==> config.mk <==
export PLATFORM = sky130hd
export DESIGN_NAME = mrsch_handler
export DESIGN_NICKNAME = d
export VERILOG_FILES = /design/src/core/mrsch_pkg.sv /design/src/core/mrsch_handler.sv /design/src/core/mrsch_crc.sv
export SDC_FILE = /design/constraint.sdc
export NUM_CORES = 1
export LEC_CHECK = 0
export ABC_AREA = 1
export BUFFER_PORTS_ARGS = -buffer_cell sky130_fd_sc_hd__buf_4
export CORE_ASPECT_RATIO = 0.8
export CORE_MARGIN = 3
export CORE_UTILIZATION = 35
export CTS_CLUSTER_SIZE = 24
export DETAILED_ROUTE_END_ITERATION = 7
export PLACE_DENSITY_LB_ADDON = 0.05
export SKIP_CTS_REPAIR_TIMING = 1
export SLEW_MARGIN = 5
export SYNTH_ARGS = -nofsm -noshare
export SYNTH_HDL_FRONTEND = slang
export SYNTH_SLANG_ARGS = --single-unit
==> constraint.sdc <==
create_clock -name mclk -period 3.5 [get_ports mclk]
set_input_delay 0.175 -clock mclk [delete_from_list [all_inputs] [get_ports mclk]]
set_output_delay 0.175 -clock mclk [all_outputs]
set_load 0.02 [all_outputs]
==> src/core/mrsch_pkg.sv <==
// Package of constants for the serial command handler
package mrsch_pkg;
	// ****************************************
	// Frame layout
	// ****************************************
	localparam logic [7:0] FN_READ      = 8'h03;
	localparam logic [7:0] FN_WRITE     = 8'h06;
	localparam logic [7:0] FN_IDENT     = 8'h11;
	localparam logic [7:0] EXC_FLAG     = 8'h80;
	localparam logic [7:0] EXC_ADDR     = 8'h02;
	localparam logic [7:0] EXC_FUNC     = 8'h01;
	localparam logic [3:0] REQ_LEN_RW   = 4'h8;
	localparam logic [3:0] REQ_LEN_ID   = 4'h4;
	localparam logic [15:0] CNT_MIN     = 16'h0001;
	localparam logic [15:0] CNT_MAX     = 16'h007d;
	// ****************************************
	// Register map
	// ****************************************
	localparam logic [15:0] REG_LIMIT   = 16'h2000;
	localparam logic [15:0] ENERGY_REG  = 16'h0000;
	localparam logic [15:0] ENERGY_CLR  = 16'h0000;
	// ****************************************
	// Identification data, values arbitrary
	// ****************************************
	localparam logic [7:0] ID_COUNT     = 8'h04;
	localparam logic [7:0] ID_SLAVE     = 8'h5a;
	localparam logic [7:0] ID_RUN       = 8'hff;
	localparam logic [7:0] ID_EXTRA0    = 8'h01;
	localparam logic [7:0] ID_EXTRA1    = 8'h02;
	// ****************************************
	// CRC
	// ****************************************
	localparam logic [15:0] CRC_INIT    = 16'hffff;
	localparam logic [15:0] CRC_POLY    = 16'ha001;
	localparam int          CRC_BITS    = 8;
	// ****************************************
	// Gap timeout: 3.5 chars at 9600 baud
	// ****************************************
	localparam int          CLK_HZ      = 10_000_000;
	localparam int          GAP_US      = 4010;
	localparam int          GAP_CYC     = (CLK_HZ / 1_000_000) * GAP_US;
	typedef enum logic [2:0] {
		MRSCH_IDLE, MRSCH_RECV, MRSCH_EXEC, MRSCH_RDREG, MRSCH_SEND, MRSCH_DROP
	} mrsch_state_e;
endpackage

==> src/core/mrsch_handler.sv <==
// Serial command handler: request decode, register access and reply framing
//
// Contract
// RULE_01 - Every register moved over the link is a 16-bit unsigned word.
// RULE_02 - Functions 03 read, 06 write and 11 identify are accepted.
// RULE_03 - First frame byte must match the address switch; master keeps it unique.
// RULE_04 - Address, count and data fields travel high byte first.
// RULE_05 - Frames end in a 16-bit CRC sent low byte first.
// RULE_06 - Read request: address, 03, start, count, CRC low, CRC high.
// RULE_07 - Read reply: address, 03, byte count twice register count, values, CRC.
// RULE_08 - Read count must be 1 to 125; other counts are invalid.
// RULE_09 - Frame address is register number minus 40001, a zero-based offset.
// RULE_10 - Write request: address, 06, register, value, CRC low, CRC high.
// RULE_11 - Valid write is answered by an exact echo after the update.
// RULE_12 - Writing zero to offset zero clears the energy registers.
// RULE_13 - Write to an out-of-range first register returns an error reply.
// RULE_14 - Function 11 returns identifying information.
// RULE_15 - Example read at 37/000C carries CRC 41 9F, reply 70 40.
// RULE_16 - Identify reply: address, 11, count, id, run status, data, CRC.
// RULE_17 - Wrong address or bad CRC: frame discarded, nothing sent.
// RULE_18 - Error reply: address, function with bit 7, code 02, CRC. Unknown functions get code 01 (EXC_FUNC) here instead.
`timescale 1ns/1ps
module mrsch_handler (
	input  wire logic        mclk,
	input  wire logic        rst,
	input  wire logic [7:0]  unit_addr,
	input  wire logic        rx_valid,
	input  wire logic [7:0]  rx_data,
	output logic             tx_valid,
	output logic      [7:0]  tx_data,
	input  wire logic        tx_ready,
	output logic             reg_rd,
	output logic             reg_wr,
	output logic      [15:0] reg_addr,
	output logic      [15:0] reg_wdata,
	input  wire logic [15:0] reg_rdata,
	output logic             energy_clear,
	output logic             busy
);
	import mrsch_pkg::*;

	// ****************************************
	// State and storage
	// ****************************************
	mrsch_state_e     state;
	logic [7:0]       rxb [0:7];
	logic [3:0]       rx_cnt;
	logic [22:0]      gap;
	logic [7:0]       txb [0:7];
	logic [3:0]       tx_len;
	logic [3:0]       tx_idx;
	logic [15:0]      rd_left;
	logic [15:0]      rd_word;
	logic             rd_half;
	logic             rd_mode;
	logic [1:0]       crc_phase;
	logic             crc_clr;
	logic             crc_feed;
	logic [7:0]       crc_din;
	logic [15:0]      crc;

	// Field helpers, used for request decode
	function automatic logic [15:0] be16(input logic [7:0] hi, input logic [7:0] lo);
		return {hi, lo}; // [RULE_04]
	endfunction

	wire logic [7:0]  fn        = rxb[1];
	wire logic [15:0] f_addr    = be16(rxb[2], rxb[3]); // [RULE_09]
	wire logic [15:0] f_val     = be16(rxb[4], rxb[5]);
	wire logic [3:0]  need_len  = (fn == FN_IDENT) ? REQ_LEN_ID : REQ_LEN_RW;
	wire logic        frame_end = (gap == 23'(GAP_CYC)) && (rx_cnt != 4'h0);
	wire logic [15:0] last_reg  = f_addr + f_val - 16'h0001;
	wire logic        cnt_ok    = (f_val >= CNT_MIN) && (f_val <= CNT_MAX); // [RULE_08]
	wire logic        rd_rng_ok = (f_addr < REG_LIMIT) && (last_reg < REG_LIMIT);
	wire logic        wr_rng_ok = f_addr < REG_LIMIT; // [RULE_13]
	// Receive CRC runs over all bytes; residue zero means the trailer matched
	wire logic        crc_good  = (crc == 16'h0000); // [RULE_05]
	wire logic        addr_ok   = rxb[0] == unit_addr; // [RULE_03]
	wire logic        len_ok    = rx_cnt == need_len;
	wire logic        tx_fire   = tx_valid && tx_ready;
	wire logic        in_body   = tx_idx < tx_len;

	mrsch_crc u_crc (
		.mclk  (mclk),
		.rst   (rst),
		.clear (crc_clr),
		.feed  (crc_feed),
		.data  (crc_din),
		.crc   (crc)
	);

	// ****************************************
	// CRC feed selection
	// ****************************************
	// Same engine serves receive and transmit since the link is half duplex
	always_comb begin
		crc_clr  = (state == MRSCH_IDLE) && !rx_valid;
		crc_feed = 1'b0;
		crc_din  = rx_data;
		if ((state == MRSCH_IDLE || state == MRSCH_RECV) && rx_valid)
			crc_feed = 1'b1;
		else if (state == MRSCH_EXEC)
			crc_clr = 1'b1;
		else if ((state == MRSCH_SEND || state == MRSCH_RDREG) && tx_fire && crc_phase == 2'd0) begin
			crc_feed = 1'b1;
			crc_din  = tx_data;
		end
	end

	// ****************************************
	// Inter-frame gap timer
	// ****************************************
	// Silence of 3.5 characters closes the frame
	always_ff @(posedge mclk) begin
		if (rst || rx_valid)
			gap <= 23'h0;
		else if (gap != 23'(GAP_CYC))
			gap <= gap + 23'h1;
	end

	// ****************************************
	// Main sequencer
	// ****************************************
	always_ff @(posedge mclk) begin
		if (rst) begin
			state        <= MRSCH_IDLE;
			rx_cnt       <= 4'h0;
			tx_valid     <= 1'b0;
			tx_data      <= 8'h00;
			tx_len       <= 4'h0;
			tx_idx       <= 4'h0;
			reg_rd       <= 1'b0;
			reg_wr       <= 1'b0;
			reg_addr     <= 16'h0;
			reg_wdata    <= 16'h0;
			energy_clear <= 1'b0;
			busy         <= 1'b0;
			rd_left      <= 16'h0;
			rd_word      <= 16'h0;
			rd_half      <= 1'b0;
			rd_mode      <= 1'b0;
			crc_phase    <= 2'd0;
			for (int i = 0; i < 8; i++) begin
				rxb[i] <= 8'h00;
				txb[i] <= 8'h00;
			end
		end else begin
			reg_rd       <= 1'b0;
			reg_wr       <= 1'b0;
			energy_clear <= 1'b0;
			case (state)
				MRSCH_IDLE, MRSCH_RECV: begin
					busy <= 1'b0;
					if (rx_valid) begin
						state <= MRSCH_RECV;
						if (rx_cnt < 4'h8)
							rxb[rx_cnt[2:0]] <= rx_data;
						if (rx_cnt != 4'hf)
							rx_cnt <= rx_cnt + 4'h1;
					end else if (frame_end) begin
						rx_cnt <= 4'h0;
						busy   <= 1'b1;
						// Foreign or corrupt frames get no reply at all
						if (addr_ok && crc_good && len_ok)
							state <= MRSCH_EXEC;
						else
							state <= MRSCH_IDLE; // [RULE_17]
					end
				end
				MRSCH_EXEC: begin
					txb[0]    <= unit_addr;
					tx_idx    <= 4'h0;
					crc_phase <= 2'd0;
					rd_mode   <= 1'b0;
					state     <= MRSCH_SEND;
					case (fn)
						FN_READ: begin
							if (cnt_ok && rd_rng_ok) begin // [RULE_06]
								txb[1]   <= FN_READ;
								txb[2]   <= 8'(f_val << 1); // [RULE_07]
								tx_len   <= 4'h3;
								rd_left  <= f_val;
								reg_addr <= f_addr;
								reg_rd   <= 1'b1;
								rd_mode  <= 1'b1;
								state    <= MRSCH_RDREG;
							end else begin
								txb[1] <= FN_READ | EXC_FLAG; // [RULE_18]
								txb[2] <= EXC_ADDR;
								tx_len <= 4'h3;
							end
						end
						FN_WRITE: begin
							if (wr_rng_ok) begin // [RULE_10]
								reg_wr    <= 1'b1; // [RULE_01]
								reg_addr  <= f_addr;
								reg_wdata <= f_val;
								if (f_addr == ENERGY_REG && f_val == ENERGY_CLR)
									energy_clear <= 1'b1; // [RULE_12]
								// Echo includes the received CRC, so no recompute
								for (int i = 0; i < 8; i++)
									txb[i] <= rxb[i]; // [RULE_11]
								tx_len    <= 4'h8;
								crc_phase <= 2'd3;
							end else begin
								txb[1] <= FN_WRITE | EXC_FLAG; // [RULE_13]
								txb[2] <= EXC_ADDR; // [RULE_18]
								tx_len <= 4'h3;
							end
						end
						FN_IDENT: begin
							txb[1] <= FN_IDENT; // [RULE_14]
							txb[2] <= ID_COUNT; // [RULE_16]
							txb[3] <= ID_SLAVE;
							txb[4] <= ID_RUN;
							txb[5] <= ID_EXTRA0;
							txb[6] <= ID_EXTRA1;
							tx_len <= 4'h7;
						end
						default: begin
							txb[1] <= fn | EXC_FLAG; // [RULE_02]
							txb[2] <= EXC_FUNC;
							tx_len <= 4'h3;
						end
					endcase
				end
				MRSCH_RDREG: begin
					// One cycle of read latency from the register bank
					rd_word <= reg_rdata; // [RULE_01]
					rd_half <= 1'b0;
					state   <= MRSCH_SEND;
					// A byte taken here must not be offered twice
					if (tx_fire)
						tx_valid <= 1'b0;
				end
				MRSCH_SEND: begin
					if (!tx_valid || tx_fire) begin
						if (tx_fire && crc_phase == 2'd2) begin
							tx_valid <= 1'b0;
							state    <= MRSCH_IDLE;
						end else if (in_body) begin
							tx_valid <= 1'b1;
							tx_data  <= txb[tx_idx[2:0]];
							tx_idx   <= tx_idx + 4'h1;
							if (crc_phase == 2'd3 && tx_idx == 4'h7)
								crc_phase <= 2'd2;
						end else if (rd_mode && rd_left != 16'h0) begin
							// Values go out high byte first
							tx_valid <= 1'b1;
							tx_data  <= rd_half ? rd_word[7:0] : rd_word[15:8]; // [RULE_04]
							rd_half  <= !rd_half;
							if (rd_half) begin
								rd_left  <= rd_left - 16'h1;
								if (rd_left != 16'h1) begin
									reg_addr <= reg_addr + 16'h1;
									reg_rd   <= 1'b1;
									state    <= MRSCH_RDREG;
								end
							end
						end else if (crc_phase == 2'd0) begin
							// One quiet cycle lets the last body byte settle into the sum
							tx_valid  <= 1'b0;
							crc_phase <= 2'd1;
						end else if (tx_idx == tx_len) begin
							// CRC trailer: low byte first
							tx_valid <= 1'b1;
							tx_data  <= crc[7:0]; // [RULE_05]
							tx_idx   <= tx_idx + 4'h1;
						end else begin
							tx_valid  <= 1'b1;
							tx_data   <= crc[15:8]; // [RULE_15]
							crc_phase <= 2'd2;
						end
					end
				end
				MRSCH_DROP: state <= MRSCH_IDLE;
				default:    state <= MRSCH_IDLE;
			endcase
		end
	end
endmodule // mrsch_handler

==> src/core/mrsch_crc.sv <==
// Byte-wise CRC-16 accumulator for the serial link
`timescale 1ns/1ps
module mrsch_crc (
	input  wire logic        mclk,
	input  wire logic        rst,
	input  wire logic        clear,
	input  wire logic        feed,
	input  wire logic [7:0]  data,
	output logic      [15:0] crc
);
	import mrsch_pkg::*;

	// Eight shift steps unrolled by loop; one byte per cycle
	function automatic logic [15:0] crc_step(input logic [15:0] c, input logic [7:0] d);
		logic [15:0] r;
		r = c ^ {8'h00, d};
		for (int i = 0; i < CRC_BITS; i++) begin
			r = r[0] ? ((r >> 1) ^ CRC_POLY) : (r >> 1);
		end
		return r;
	endfunction

	wire logic [15:0] next_crc = crc_step(crc, data);

	// Clear takes priority so a new frame never inherits old state
	always_ff @(posedge mclk) begin
		if (rst || clear)
			crc <= CRC_INIT;
		else if (feed)
			crc <= next_crc; // [RULE_05]
	end
endmodule // mrsch_crc

==> flow_metrics.tcl, run 1 <==
set metrics [dict create \
    yosysUniqueCellTypes 56 \
    port_buffers 80 \
    syn_inst 1806 \
    cts.sinks 265 \
    slew_headroom_pct 33.4 \
    fin_skew_ps 11.2 \
    synthFlopType "dfxtp_1" \
    reg2reg_depth 20 \
    grt_pass1_wl_um 68900 \
    finalHoldViolations 0 \
    die_y_um 183 \
    min_period_over_period_pct 89.1 \
    slowest_stage "edfxtp_1" \
    synth_top_area_share_pct 24.6 \
    hold_depth 3 \
    yosysTopAreaCell "dfxtp_1" \
    cp_top_family "simple AND/OR/NAND/NOR gates" \
    io_pins 81 \
    drt-total-wl_um 44700 \
    clk_path_buf_depth 3 \
    area_growth_pct 18.3 \
    n_fill_cell 4008 \
    clk-insertion-delay-late_ps 570 \
    drtAntennaViolNets 0 \
    gr-total-overflow 0 \
    hp-class "primary input to register" \
    p_leak_nw 6.92 \
    slew_violations 0 \
    core_sq_um 38400 \
    crit_chain "inv_1, ha_1, inv_1, ha_1, nand2_1, inv_1, nand3_1, o211ai_1, nand3_1, nand2_1, nand2_1, nand2_1, nand3_2, nand2_1, nand3_1, buf_4, buf_4, nand2_1, nand2_1, nor2_1" \
    synth.area.top_cells "dfxtp_1 (25%), edfxtp_1 (21%), nand2_1 (9.7%), nor2_1 (7.2%), inv_1 (5.9%)" \
    yosysMostFrequentCell "nand2_1" \
    setup_ws_ps 381 \
    dieArea_sq_um 41500 \
    tns_ps 0 \
    final_util_pct 42.1 \
    synth_seq_area_share_pct 45.9 \
    clkSlewWorstSetupHoldPaths_ps 60 \
    powerDensity_nw_per_um2 446 \
    grt_pass1_vias 11700 \
    cts_htree_levels 1 \
    path_buf_inv 5 \
    worstHoldStart "rx_valid" \
    status "completed" \
    rr_startpoint "rxb[5][5]" \
    crit_path_frequent_cell "nand2_1" \
    grt_use_total_pct 21.4 \
    multi_input_area_sq_um 6250 \
    diodes 0 \
    required_ps 4000 \
    wire_per_inst_um 18.4 \
    start_kind "register" \
    via_per_inst 5.08 \
    initial_core_util_pct 35.6 \
    post-place-ws_ps 439 \
    fmax_mhz 321 \
    cp_data_arrival_time_ps 3620 \
    cp_max_fo 20 \
    antenna_found_initial 0 \
    ys_ff_latch 265 \
    dr.pass1.iters 5 \
    vias 12400 \
    drt_iter0_markers 1005 \
    rows 64 \
    crit_type "register to register" \
    synth_warnings 0 \
    tightest_slew_ps 998 \
    clockRootBuffer "clkbuf_16" \
    yosys-top-cells-count "nand2_1 (355), nor2_1 (264), inv_1 (214)" \
    maxCapViolations 0 \
    drive_gt1_share_pct 9.99 \
    rsz0062_at_grt "false" \
    synth.avg_cell_area_sq_um 7.58 \
    cts_tree "done" \
    dp_hpwl_um 32500 \
    cp_num_cells 20 \
    cts_buffers 30 \
    syn_nets 1881 \
    place.gp.congestion 0.888 \
    fin_nets 1992 \
    synth_edf_count 97 \
    synth.cell_area_sq_um 13700 \
    max_stage_delay_ps 380 \
    worstSetupEndpointType "register" \
    drc 0 \
    setup_viol 0 \
    async_flop_share_pct 0 \
    dieWidth_um 227 \
    seq_area_sq_um 6280 \
    ir_drop_mv 0.328 \
    grt_max_degree 54 \
    startpoint "rxb[5][5]" \
    finalCriticalPeriod_ps 3120 \
]
path summary, 6_finish.rpt:
path              slack (ps)         end
setup / recovery         380  rd_left[3]
hold / removal            20   rx_cnt[1]
setup reg to reg         380  rd_left[3]
hold reg to reg          440   txb[7][1]
layer usage:
metal / vias up / share of wire [%] / GRT usage [%]
li1: 6244 / - / -
met1: 5734 / 48 / 31.2
met2: 331 / 44 / 33.4
met3: 60 / 4.8 / 3.06
met4: 0 / 2.7 / 5.34
met5: - / 0 / 0
through the flow:
step           instance area (sq um)  instances  hold slack [ps]  total power [mW]
2_1_floorplan                  13700       1806              342              3.67
3_3_place_gp                   14900       2359              426              3.87
3_5_place_dp                   14900       2359              429              3.87
4_1_cts                        16000       2415             -165              7.28
5_1_grt                        16200       2436             10.3              7.51
6_report                       16200       2436             15.4              7.22
state kept, by name, summed over array words and instances, names as in the netlist, 2 cells and up, named ones only:
signal,cells
rd_word,16
crc_phase,2
rx_cnt,4
rxb,64
tx_idx,4
tx_len,3
tx_data,8
u_crc.crc,16
state,3
gap,23
txb,64
reg_wdata,16
reg_addr,16
rd_left,16
placed cells by master, fill, tap and decap left out, types with 39 or more instances in the layout:
master	instances
a21oi_1	90
buf_4	117
dfxtp_1	168
edfxtp_1	97
ha_1	39
inv_1	213
nand2_1	355
nand3_1	134
nor2_1	264
o211ai_1	39
o21ai_0	152
logic make-up after synthesis:
kind of cell	after synthesis	share of synthesized area (%)
and+or+nand+nor	841	26.0
AOI/OAI and AO/OA	346	14.7
buffers and inverters	293	8.45
DFF	265	45.9
adders and majority gates	39	3.57
xor gates and xnor gates	22	1.41
tightest hold or removal path, delay by kind of cell:
family                 cells  cell delay (ps)
buffers and inverters      1              150
AOI/OAI and AO/OA          2              190
report_power, final:
part           switching, mW  leakage, nW  internal, mW  total (mW)
sequential            0.0446         2.36          3.25        3.30
clock                   1.33        0.523          2.06        3.40
combinational          0.341         4.04         0.183       0.524
total                   1.72         6.92          5.50        7.22
final cells by class:
type / count / area share, %
clock buffer: 38 / 5.20
clock inverter: 18 / 1.34
inverter: 233 / 5.42
multi-input combinational: 1248 / 38.6
sequential: 265 / 38.8
tap: 495 / 3.82
timing repair buffer: 139 / 6.84
(Power assumes the default switching activity.)
==> run 2, diff against run 1 <==
Settings changed: SLEW_MARGIN 5 to unset, SYNTH_HIERARCHICAL set to 1.
==> flow_metrics.tcl, run 2 <==
set metrics [dict create \
    gr-total-overflow 0 \
    place.gp.congestion 0.867 \
    fin_skew_ps 22.3 \
    clk_path_buf_depth 3 \
    cts.sinks 265 \
    core_sq_um 39500 \
    ir_drop_mv 0.379 \
    cp_max_fo 25 \
    min_period_over_period_pct 86.3 \
    status "complete, but fails checks" \
    initial_core_util_pct 35.6 \
    yosysUniqueCellTypes 62 \
    fmax_mhz 331 \
    rr_startpoint "rxb[2][4]" \
    yosysMostFrequentCell "nand2_1" \
    drive_gt1_share_pct 12.2 \
    cts_buffers 31 \
    required_ps 3940 \
    drtAntennaViolNets 0 \
    final_cell_mix "nand2_1 (392), nor2_1 (251), inv_1 (237)" \
    hold_depth 3 \
    violations "hold timing" \
    diodes 0 \
    drt-total-wl_um 44400 \
    synth.area.top_cells "dfxtp_1 (24%), edfxtp_1 (21%), nand2_1 (10%), nor2_1 (6.7%), inv_1 (6.3%)" \
    cts_htree_levels 1 \
    grt_pass1_vias 11600 \
    start_kind "register" \
    io_pins 81 \
    clockRootBuffer "clkbuf_16" \
    rsz0062_at_grt "false" \
    synth_edf_count 97 \
    largest_registers "rxb: 64 flops, txb: 64 flops, gap: 23 flops" \
    cts_tree "done" \
    powerDensity_nw_per_um2 434 \
    final_common_cell "nand2_1" \
    via_per_inst 4.95 \
    grt_pass1_wl_um 68100 \
    finalHoldViolations 3 \
    dieArea_sq_um 42700 \
    finalCriticalPeriod_ps 3020 \
    antenna_found_initial 0 \
    area_growth_pct 16.4 \
    fin_nets 2039 \
    async_flop_share_pct 0 \
    drt_iter0_markers 825 \
    maxCapViolations 0 \
    synth_seq_area_share_pct 44.6 \
    synth_top_area_share_pct 23.9 \
    grt_max_degree 44 \
    fin_area_sq_um 16400 \
    vias 12500 \
    grt_use_total_pct 20.4 \
    tns_ps 0 \
    yosys-top-cells-count "nand2_1 (392), nor2_1 (251), inv_1 (238)" \
    crit_type "register to register" \
    tightest_slew_ps 900 \
    wire_per_inst_um 17.6 \
    synthFlopType "dfxtp_1" \
    dieWidth_um 230 \
    clkSlewWorstSetupHoldPaths_ps 60 \
    worstHoldStart "unit_addr[5]" \
    dp_hpwl_um 33400 \
    place_area_sq_um 15200 \
    cp_data_arrival_time_ps 3460 \
    port_buffers 80 \
    slew_headroom_pct 39.9 \
    reg2reg_depth 18 \
    worstSetupEndpointType "register" \
    dr.pass1.iters 8 \
    place_inst 2446 \
    die_y_um 185 \
    synth.avg_cell_area_sq_um 7.52 \
    rows 65 \
    syn_nets 1947 \
    yosysTopAreaCell "dfxtp_1" \
    whs_ps -25.1 \
    setup_viol 0 \
    startpoint "rxb[2][4]" \
    drc 0 \
    synth.cell_area_sq_um 14100 \
    hp-class "primary input to register" \
    stdcell_count 2525 \
    clk-insertion-delay-late_ps 590 \
    p_leak_nw 7.11 \
    ys_ff_latch 265 \
    syn_inst 1872 \
    slew_violations 0 \
    synth_warnings 6 \
]
[run 2: cell types whose count changed after synthesis, moves of 12 or more]
| cell | change |
|---|---|
| a21oi_1 | +36 |
| inv_1 | +24 |
| inv_2 | +12 |
| nand2_1 | +37 |
| nand2_2 | +24 |
| nand3_1 | -34 |
| nor2_1 | -13 |
| o211ai_1 | -19 |
[run 2: final timing paths]
path,to,slack [ps]
setup / recovery,rd_left[13],480
hold / removal,txb[0][5],-30
setup reg to reg,rd_left[13],480
hold reg to reg,txb[7][6],450
[run 2: area by class of cell]
| cell class | count | area, sq um |
|---|---|---|
| Fill cell | 4192 | 23100 |
| Multi-Input combinational cell | 1286 | 6480 |
| Sequential cell | 265 | 6280 |
| Inverter | 261 | 988 |
| Timing Repair Buffer | 119 | 946 |
| Clock buffer | 33 | 805 |
| Tap cell | 536 | 671 |
| Clock inverter | 25 | 210 |
[run 2: metrics by stage]
stage / power, mW / utilization [%] / setup WS [ps]
3_5_place_dp: 3.91 / 38.3 / 531
2_1_floorplan: 3.72 / - / 1090
5_1_grt: 7.37 / 41.4 / 169
6_report: 7.10 / 41.4 / 481
3_3_place_gp: 3.91 / 38.3 / 537
4_1_cts: 7.17 / 40.9 / 506
[run 2: power by group]
group | switching (mW) | internal [mW]
Combinational | 0.365 | 0.191
Sequential | 0.0532 | 3.25
Clock | 1.36 | 1.88
[run 2: worst max-delay path, stage by stage (launching register included)]
cell and delay [ps]:
edfxtp_1 440, inv_1 160, ha_1 310, inv_1 40
ha_1 330, nand2_2 110, inv_1 40, nand2_1 50
nand2_1 60, a21oi_1 190, nand2_1 70, nand2_1 100
nand2_2 70, nor2_4 130, nand3b_2 160, nand2_4 270
nand2_2 180, nand2_1 100, a21oi_1 60
[run 2: logic make-up (layout without fill, tap and decap cells)]
group                      count (synthesis)  after routing  synth area share [%]
AOI/OAI and AO/OA                        353            353                  13.8
xor gates and xnor gates                  24             24                  1.65
adders and majority gates                 39             39                  3.47
buffers and inverters                    321            438                  9.34
DFF                                      265            265                  44.6
and+or+nand+nor                          870            870                  27.1
[run 2: layer usage]
layer / vias up / GRT usage [%] / routed length, um
li1: 6310 / - / -
met3: 59 / 3.24 / 2540
met5: - / 0 / 0
met4: 0 / 4.56 / 920
met1: 5830 / 31.2 / 22800
met2: 301 / 30.2 / 18200
